File: src/qrv_defs.svh
`ifndef QRV_DEFS_SVH
`define QRV_DEFS_SVH

// ============================================================
// Clock and widths
// ============================================================
`define QRV_CLK_HZ          200000000
`define QRV_CLK_PERIOD_PS   5000
`define QRV_CNT_W           14
`define QRV_CMD_W           10
`define QRV_ANA_W           12
`define QRV_DLY_W           3
`define QRV_LFSR_W          8

// ============================================================
// Switching windows, frequencies in Hz, times in ns
// ============================================================
`define QRV_TOUT_HZ         21500
`define QRV_TOUT_CYC        (`QRV_CLK_HZ / `QRV_TOUT_HZ)
`define QRV_BNK_FMAX_HZ     125000
`define QRV_BNK_FMAX_CYC    ((`QRV_CLK_HZ + `QRV_BNK_FMAX_HZ - 1) / `QRV_BNK_FMAX_HZ)
`define QRV_BNK_FMIN_HZ     24000
`define QRV_BNK_FMIN_CYC    ((`QRV_CLK_HZ + `QRV_BNK_FMIN_HZ - 1) / `QRV_BNK_FMIN_HZ)
`define QRV_LEB_NS          300
`define QRV_LEB_CYC         ((`QRV_LEB_NS * 1000 + `QRV_CLK_PERIOD_PS - 1) / `QRV_CLK_PERIOD_PS)

// ============================================================
// Feedback thresholds in mV, sense currents in uA
// ============================================================
`define QRV_HL_FB_HI_MV     12'h960
`define QRV_HL_FB_LO_MV     12'h7D0
`define QRV_LL_FB_HI_MV     12'h7D0
`define QRV_LL_FB_LO_MV     12'h640
`define QRV_FB_SPAN_MV      400
`define QRV_HL_ENTRY_UA     12'h5A0
`define QRV_LL_ENTRY_UA     12'h546

// ============================================================
// Reset values
// ============================================================
`define QRV_ICMD_RST        10'h3FF
`define QRV_LFSR_RST        8'hA5

`endif

File: src/qrv_pkg.sv
`include "qrv_defs.svh"

package qrv_pkg;

    // ============================================================
    // Switching phases of one cycle
    // ============================================================
    typedef enum logic [2:0] {
        ST_IDLE,
        ST_ON,
        ST_BLANK,
        ST_HUNT,
        ST_DITHER
    } qrv_phase_t;

    // Whole state of the switching core.
    typedef struct packed {
        qrv_phase_t                 st;
        logic [`QRV_CNT_W-1:0]      cnt;
        logic [`QRV_CMD_W-1:0]      ramp;
        logic [`QRV_CMD_W-1:0]      icmd;
        logic                       zc_prev;
        logic                       gate;
        logic [`QRV_DLY_W-1:0]      dly;
        logic [`QRV_LFSR_W-1:0]     lfsr;
    } qrv_core_t;

    // Whole state of the blanking curve selector.
    typedef struct packed {
        logic                       line_high;
        logic [`QRV_CNT_W-1:0]      blank_cnt;
    } qrv_curve_t;

endpackage

File: src/qrv_blank_curve.sv
`timescale 1ns/1ps
`include "qrv_defs.svh"

module qrv_blank_curve
    import qrv_pkg::*;
#(
    parameter int unsigned BNK_MIN_CYC = `QRV_BNK_FMIN_CYC
) (
    // Clock and reset.
    input  wire logic                   mclk_i,
    input  wire logic                   rst_b_i,
    // Line and load sensing.
    input  wire logic                   sample_i,
    input  wire logic [`QRV_ANA_W-1:0]  isense_ua_i,
    input  wire logic [`QRV_ANA_W-1:0]  fb_mv_i,
    // Selected curve.
    output logic                        line_high_o,
    output logic [`QRV_CNT_W-1:0]       blank_cnt_o
);

    // ============================================================
    // Curve shape
    // ============================================================
    localparam logic [`QRV_CNT_W-1:0] FMAX_L = `QRV_CNT_W'(`QRV_BNK_FMAX_CYC);
    localparam logic [`QRV_CNT_W-1:0] FMIN_L = BNK_MIN_CYC[`QRV_CNT_W-1:0];
    localparam int unsigned           SLOPE  = ((BNK_MIN_CYC - `QRV_BNK_FMAX_CYC) * 256) / `QRV_FB_SPAN_MV;

    qrv_curve_t cur_r;
    qrv_curve_t cur_nxt;

    // Blanking count for one curve: ceiling above hi, floor below lo, linear between.
    function automatic logic [`QRV_CNT_W-1:0] curve_cnt(input logic [`QRV_ANA_W-1:0] fb,
                                                         input logic [`QRV_ANA_W-1:0] lo,
                                                         input logic [`QRV_ANA_W-1:0] hi);
        logic [`QRV_ANA_W-1:0] d;
        logic [31:0]           prod;
        d    = fb - lo;
        prod = 32'(d) * 32'(SLOPE);
        if (fb >= hi) begin
            curve_cnt = FMAX_L;
        end else if (fb < lo) begin
            curve_cnt = FMIN_L;
        end else begin
            curve_cnt = FMIN_L - prod[8 +: `QRV_CNT_W];
        end
    endfunction

    // Line state with hysteresis, judged only while the switch conducts.
    always_comb begin
        cur_nxt = cur_r;
        if (sample_i) begin
            if (!cur_r.line_high && isense_ua_i > `QRV_HL_ENTRY_UA) begin
                cur_nxt.line_high = 1'b1;
            end else if (cur_r.line_high && isense_ua_i < `QRV_LL_ENTRY_UA) begin
                cur_nxt.line_high = 1'b0;
            end
        end
        if (cur_r.line_high) begin
            cur_nxt.blank_cnt = curve_cnt(fb_mv_i, `QRV_HL_FB_LO_MV, `QRV_HL_FB_HI_MV);
        end else begin
            cur_nxt.blank_cnt = curve_cnt(fb_mv_i, `QRV_LL_FB_LO_MV, `QRV_LL_FB_HI_MV);
        end
    end

    // State register.
    always_ff @(posedge mclk_i) begin
        if (!rst_b_i) begin
            cur_r <= '{line_high: 1'b0, blank_cnt: FMIN_L};
        end else begin
            cur_r <= cur_nxt;
        end
    end

    assign line_high_o = cur_r.line_high;
    assign blank_cnt_o = cur_r.blank_cnt;
endmodule

File: src/qrv_switch_core.sv
`timescale 1ns/1ps
`include "qrv_defs.svh"

// How it works
// - A valley is a falling zero crossing of the aux sense input, nothing else.
// - Turn on at once from idle when run_i is set; otherwise only after blanking expires and a zero-crossing event, or a time-out with the sense input low, is seen.
// - A time-out window of 21.5 kHz bounds the lowest switching frequency unless the sense input stays high past it.
// - High line, feedback above 2.4 V: blanking frequency held at 125 kHz.
// - High line, feedback 2.0 to 2.4 V: blanking frequency follows feedback.
// - High line, feedback below 2.0 V: blanking frequency held at 24 kHz.
// - Low line switches to high line when sensed current exceeds 1.440 mA.
// - High line returns to low line when sensed current drops below 1.350 mA.
// - Line current is judged only while the switch conducts.
// - Either loop comparator tripping on the ramp ends the gate pulse.
// - Voltage loop sets duty in CV; current command saturates high; reversed in CC.
// - Current command comes from comparing estimated output current with a reference.
// - Current limit is masked for 300 ns after every turn-on.
// - Turn-on instant is dithered after the valley at both line levels.
// - After time-out, wait until the sense input has fallen before turning on.

module qrv_switch_core
    import qrv_pkg::*;
#(
    parameter int unsigned TOUT_CYC    = `QRV_TOUT_CYC,
    parameter int unsigned BNK_MIN_CYC = `QRV_BNK_FMIN_CYC
) (
    // Clock and reset.
    input  wire logic                   mclk_i,
    input  wire logic                   rst_b_i,
    // Run control.
    input  wire logic                   run_i,
    // Sense and feedback, digitised.
    input  wire logic                   aux_sense_input_i,
    input  wire logic [`QRV_ANA_W-1:0]  sense_current_ua_i,
    input  wire logic [`QRV_ANA_W-1:0]  feedback_input_mv_i,
    input  wire logic                   current_limit_i,
    // Loop commands and output current estimate.
    input  wire logic [`QRV_CMD_W-1:0]  voltage_loop_command_i,
    input  wire logic [`QRV_CMD_W-1:0]  current_estimate_i,
    input  wire logic [`QRV_CMD_W-1:0]  current_reference_i,
    // Gate drive and status.
    output logic                        gate_o,
    output logic                        line_high_o,
    output logic [`QRV_CMD_W-1:0]       current_loop_command_o
);

    // ============================================================
    // Constants at counter and command width
    // ============================================================
    localparam logic [`QRV_CNT_W-1:0] TOUT_L = TOUT_CYC[`QRV_CNT_W-1:0];
    localparam logic [`QRV_CNT_W-1:0] LEB_L  = `QRV_CNT_W'(`QRV_LEB_CYC);
    localparam logic [`QRV_CNT_W-1:0] CNT_MX = {`QRV_CNT_W{1'b1}};
    localparam logic [`QRV_CMD_W-1:0] CMD_MX = {`QRV_CMD_W{1'b1}};

    qrv_core_t               core_r;
    qrv_core_t               core_nxt;
    logic [`QRV_CNT_W-1:0]   blank_cnt;
    logic                    zc_fall;
    logic                    leb_over;
    logic                    vloop_trip;
    logic                    iloop_trip;
    logic                    end_pulse;

    // ============================================================
    // Blanking curve and line state
    // ============================================================
    qrv_blank_curve #(
        .BNK_MIN_CYC (BNK_MIN_CYC)
    ) u_curve (
        .mclk_i      (mclk_i),
        .rst_b_i     (rst_b_i),
        .sample_i    (core_r.gate),
        .isense_ua_i (sense_current_ua_i),
        .fb_mv_i     (feedback_input_mv_i),
        .line_high_o (line_high_o),
        .blank_cnt_o (blank_cnt)
    );

    // ============================================================
    // Turn-on and turn-off conditions
    // ============================================================

    // Valley event: sense was above zero last cycle and is below now.
    assign zc_fall    = core_r.zc_prev && !aux_sense_input_i;
    // Current limit counts only after the leading-edge mask has run out.
    assign leb_over   = core_r.cnt >= LEB_L;
    // Each loop comparator trips when the ramp reaches its command.
    assign vloop_trip = core_r.ramp >= voltage_loop_command_i;
    assign iloop_trip = core_r.ramp >= core_r.icmd;
    assign end_pulse  = vloop_trip || iloop_trip || (current_limit_i && leb_over);

    // ============================================================
    // Next state
    // ============================================================
    always_comb begin
        core_nxt         = core_r;
        core_nxt.zc_prev = aux_sense_input_i;
        core_nxt.lfsr    = {core_r.lfsr[`QRV_LFSR_W-2:0],
                            core_r.lfsr[7] ^ core_r.lfsr[5] ^ core_r.lfsr[4] ^ core_r.lfsr[3]};
        // Interval counter runs from turn-on and saturates.
        if (core_r.cnt != CNT_MX) begin
            core_nxt.cnt = core_r.cnt + `QRV_CNT_W'(1);
        end
        unique case (core_r.st)
            ST_IDLE: begin
                core_nxt.gate = 1'b0;
                if (run_i) begin
                    core_nxt.st   = ST_ON;
                    core_nxt.gate = 1'b1;
                    core_nxt.cnt  = '0;
                    core_nxt.ramp = '0;
                end
            end
            ST_ON: begin
                if (core_r.ramp != CMD_MX) begin
                    core_nxt.ramp = core_r.ramp + `QRV_CMD_W'(1);
                end
                if (!run_i) begin
                    core_nxt.st   = ST_IDLE;
                    core_nxt.gate = 1'b0;
                end else if (end_pulse) begin
                    core_nxt.st   = ST_BLANK;
                    core_nxt.gate = 1'b0;
                    // Current command steps down while the estimate exceeds the reference, else up, once per cycle.
                    if (current_estimate_i > current_reference_i) begin
                        if (core_r.icmd != '0) begin
                            core_nxt.icmd = core_r.icmd - `QRV_CMD_W'(1);
                        end
                    end else if (core_r.icmd != CMD_MX) begin
                        core_nxt.icmd = core_r.icmd + `QRV_CMD_W'(1);
                    end
                end
            end
            ST_BLANK: begin
                // No valley is taken until the blanking count is reached.
                if (core_r.cnt >= blank_cnt) begin
                    core_nxt.st = ST_HUNT;
                end
            end
            ST_HUNT: begin
                // A fresh valley, or a sense input already low after time-out.
                if (zc_fall || (core_r.cnt >= TOUT_L && !aux_sense_input_i)) begin
                    core_nxt.st  = ST_DITHER;
                    core_nxt.dly = core_r.lfsr[`QRV_DLY_W-1:0];
                end
            end
            ST_DITHER: begin
                // Pseudo-random delay shifts the turn-on instant.
                if (core_r.dly == '0) begin
                    core_nxt.st   = run_i ? ST_ON : ST_IDLE;
                    core_nxt.gate = run_i;
                    core_nxt.cnt  = '0;
                    core_nxt.ramp = '0;
                end else begin
                    core_nxt.dly = core_r.dly - `QRV_DLY_W'(1);
                end
            end
            default: begin
                core_nxt.st   = ST_IDLE;
                core_nxt.gate = 1'b0;
            end
        endcase
    end

    // State register.
    always_ff @(posedge mclk_i) begin
        if (!rst_b_i) begin
            core_r <= '{st: ST_IDLE, cnt: '0, ramp: '0, icmd: `QRV_ICMD_RST, zc_prev: 1'b0,
                        gate: 1'b0, dly: '0, lfsr: `QRV_LFSR_RST};
        end else begin
            core_r <= core_nxt;
        end
    end

    // Outputs straight from the state register.
    assign gate_o                 = core_r.gate;
    assign current_loop_command_o = core_r.icmd;
endmodule

File: config.mk
export PLATFORM = sky130hd
export DESIGN_NAME = qrv_switch_core
export DESIGN_NICKNAME = d
export VERILOG_FILES = /design/src/qrv_pkg.sv /design/src/qrv_blank_curve.sv /design/src/qrv_switch_core.sv
export VERILOG_INCLUDE_DIRS = /design/src
export SDC_FILE = /design/constraint.sdc
export NUM_CORES = 1
export LEC_CHECK = 0
export BUFFER_PORTS_ARGS = -buffer_cell sky130_fd_sc_hd__buf_2
export CAP_MARGIN = 20
export CORE_MARGIN = 5
export CORE_UTILIZATION = 60
export DETAILED_ROUTE_END_ITERATION = 8
export GPL_TIMING_DRIVEN = 0
export PLACE_DENSITY = 0.77
export SLEW_MARGIN = 30
export SYNTH_ARGS = -nofsm -noshare
export SYNTH_HDL_FRONTEND = slang
export SYNTH_SLANG_ARGS = --single-unit
File: constraint.sdc
create_clock -name mclk_i -period 16.15 [get_ports mclk_i]
set_input_delay 0 -clock mclk_i [delete_from_list [all_inputs] [get_ports mclk_i]]
set_output_delay 0 -clock mclk_i [all_outputs]
set_load 0.1 [all_outputs]
==> run summary <==
Final std cells w/o fill: 1468
Main synth FF type: dfxtp_1
Core box area: 15900 um2
Final min period: 6.78 ns
Mapped Avg Cell Area: 8.41 um2
Postcts setup bufs: 0
Final setup violation count: 0
Worst Max-Slew Pin Slew: 0.855 ns
GRT Total Usage: 23.7%
TritonCTS Buffers: 9
Hold Violations, Final: 0
Setup TNS: 0 ns
Starting Density: 61.5%
DR pass1 iterations: 6
Fin crit share: 42.0%
Via density per instance: 5.54
Number of synthesized flops with an enable pin: 0
Synth top area share: 25.0%
Sequential fraction of the synthesis area: 13.3%
Syn_nets: 1478
Crit-path max FO: 13
Clock-pin slew on the worst setup and hold paths: 0.05 ns
Lkg Pwr: 5.51 nW
CTS-repair resized insts: 0
DIE AREA: 19000 um2
Clock insertion delay at the later pin of the skew report: 0.33 ns
Crit end category: flop
Critical Path Source Type: primary input
WL final: 21700 um
Clock root buffer: clkbuf_16
Number of max-cap violations: 0
Final clock skew: 0.00404 ns
Syn. warnings: 0
Most instantiated cells after synthesis: 196 x ha_1, 190 x inv_1, 77 x nor2_1
Drt initial violations: 317
Antenna violations before repair: 0
Chip width: 138 um
First-pass GRT wire length: 36600 um
Status: completed
Slew Viols, Final: 0
Post-DP HPWL: 18200 um
Placed Instances: 1448
Area grow syn2layout: 9.77%
IO Port Bufs: 66
DR DRC count: 0
Worst path arrival time: 6.96 ns
Gp weighted congestion: 0.896
Num Clock Sinks: 65
Dominant cells by area after synthesis: ha_1 25%, dfxtp_1 13%, fa_1 12%
Unrepaired setup endpoints after global routing: no
F_max: 147 MHz
Nets: 1559
Leading area contributor after synthesis: ha_1
Routed Antenna Nets: 0
Post-Syn Area: 9800 um2
# rows: 46
Largest net degree at the start of global routing: 14
Slew headroom: 42.5%
Die Y: 138 um
Ports: 71
H-tree Lvls: 3
Async set-or-reset flop fraction in the synthesized netlist: 0%
Diode count: 0
Req. time, crit path: 16.33 ns
CTS tree: yes
Syn Inst Count: 1166
Routed via count: 8127
Vias in the first global route: 7911
Flops & latches, synth: 65
CTS max path bufs: 2
PwrDens: 205 nW/um2
HP Class: in -> reg
Register-to-Register Setup Slack: 13.21 ns
WL per Instance: 14.8 um
Top-count cell post-synth: ha_1
Gr ovfl total: 0
Library cells used by synthesis: 80
CP Class: in -> reg
Worst VDD drop: 163 uV
Fraction of layout instances using a drive strength above 1: 10.9%
power breakdown:
| group | total [W] | internal (W) | switching, W |
|---|---|---|---|
| logic | 0.00182 | 0.000756 | 0.00106 |
| clock network | 0.000202 | 0.000132 | 0.0000701 |
| registers | 0.000186 | 0.000178 | 0.00000745 |
kinds of logic (layout without fill, tap and decap cells):
family	after synthesis	in the layout	share of synthesized area [%]
fa+ha+maj	253	253	36.7
xor+xnor	83	83	7.56
mux	11	11	1.16
simple gates	305	305	16.0
buf+inv	225	311	9.18
compound gates	224	224	16.2
flops	65	65	13.3
worst paths after layout:
kind,from,to,cells past startpoint
max,feedback_input_mv_i[4],u_curve.blank_cnt_o[13]$_SDFF_PN1_,24
max reg2reg,core_r[23]$_SDFFE_PN0P_,current_loop_command_o[6]$_SDFFE_PN1P_,12
min,rst_b_i,core_r[46]$_SDFF_PN0_,3
min reg2reg,core_nxt[7]$_SDFF_PN0_,core_r[7]$_SDFF_PN1_,1
stage by stage:
stage | hold WS, ns | cell area, um2 | utilization [%] | setup slack, ns | power [W]
final | 0.125 | 10800 | 67.5 | 9.37 | 0.00221
after global placement | 0.239 | 10400 | 65.2 | 9.09 | 0.00195
after global routing | 0.174 | 10800 | 67.5 | 8.98 | 0.00244
after floorplan | 0.122 | 9800 | - | 10.39 | 0.00163
after CTS | 0.117 | 10800 | 67.5 | 9.40 | 0.00220
after detailed placement | 0.244 | 10400 | 65.2 | 9.05 | 0.00199
flip-flops by register name, summed over array words and instances, names as in the netlist:
signal / count
core_r: 32
u_curve.blank_cnt_o: 14
current_loop_command_o: 10
core_nxt: 7
gate_o: 1
u_curve.line_high_o: 1
cell usage in the layout, fill, tap and decap left out, types with 9 or more instances in the layout:
| master | n |
|---|---|
| o21ai_0 | 36 |
| nand3_1 | 23 |
| fa_1 | 57 |
| xnor2_1 | 41 |
| a31oi_1 | 11 |
| ha_1 | 196 |
| nand2_1 | 66 |
| xor2_1 | 41 |
| clkbuf_1 | 16 |
| and2_1 | 10 |
| a21oi_1 | 55 |
| nor2_1 | 77 |
| nor2b_1 | 16 |
| buf_2 | 74 |
| inv_1 | 190 |
| clkbuf_16 | 9 |
| a21o_1 | 22 |
| nand2b_1 | 15 |
| buf_4 | 10 |
| nor3_1 | 15 |
| nand4_1 | 20 |
| dfxtp_1 | 65 |
| or3_1 | 12 |
| o211ai_1 | 15 |
critical path: stages:
cell and delay, ns:
buf_2 0.34, inv_1 0.24, ha_1 0.31, nor2b_1 0.36, xor2_1 0.46, ha_1 0.37
fa_1 0.50, inv_1 0.06, fa_1 0.52, inv_1 0.05, fa_1 0.45, fa_1 0.46
ha_1 0.29, buf_2 0.16, a21o_1 0.18, a31oi_1 0.19, a21boi_1 0.16, o31ai_2 0.29
o21ai_1 0.25, or3_1 0.42, a211oi_2 0.23, xnor3_1 0.39, o21ai_1 0.15, o211ai_1 0.11
final cells by class:
class / count / area, um2
plain buffers: 35 / 186
clock buffers: 12 / 267
clock inverters: 4 / 50.0
fillers: 1303 / 5180
inverters: 190 / 713
multi-input cells: 876 / 7600
flip-flops and latches: 65 / 1300
well taps: 216 / 270
repair buffers: 70 / 370
repair_timing:
item	in CTS	in global routing
setup endpoints to repair	0	0
endpoints found under the hold margin	3	0
hold buffers	4	0
routing by layer:
| layer | vias up | wire length (um) | GRT usage [%] |
|---|---|---|---|
| li1 | 4158 | - | - |
| met3 | 25 | 664 | 1.94 |
| met1 | 3806 | 10000 | 31.4 |
| met5 | - | 0 | 0 |
| met2 | 138 | 10600 | 41.6 |
| met4 | 0 | 411 | 6.26 |
Note: power is estimated with default switching activity, not from simulation.
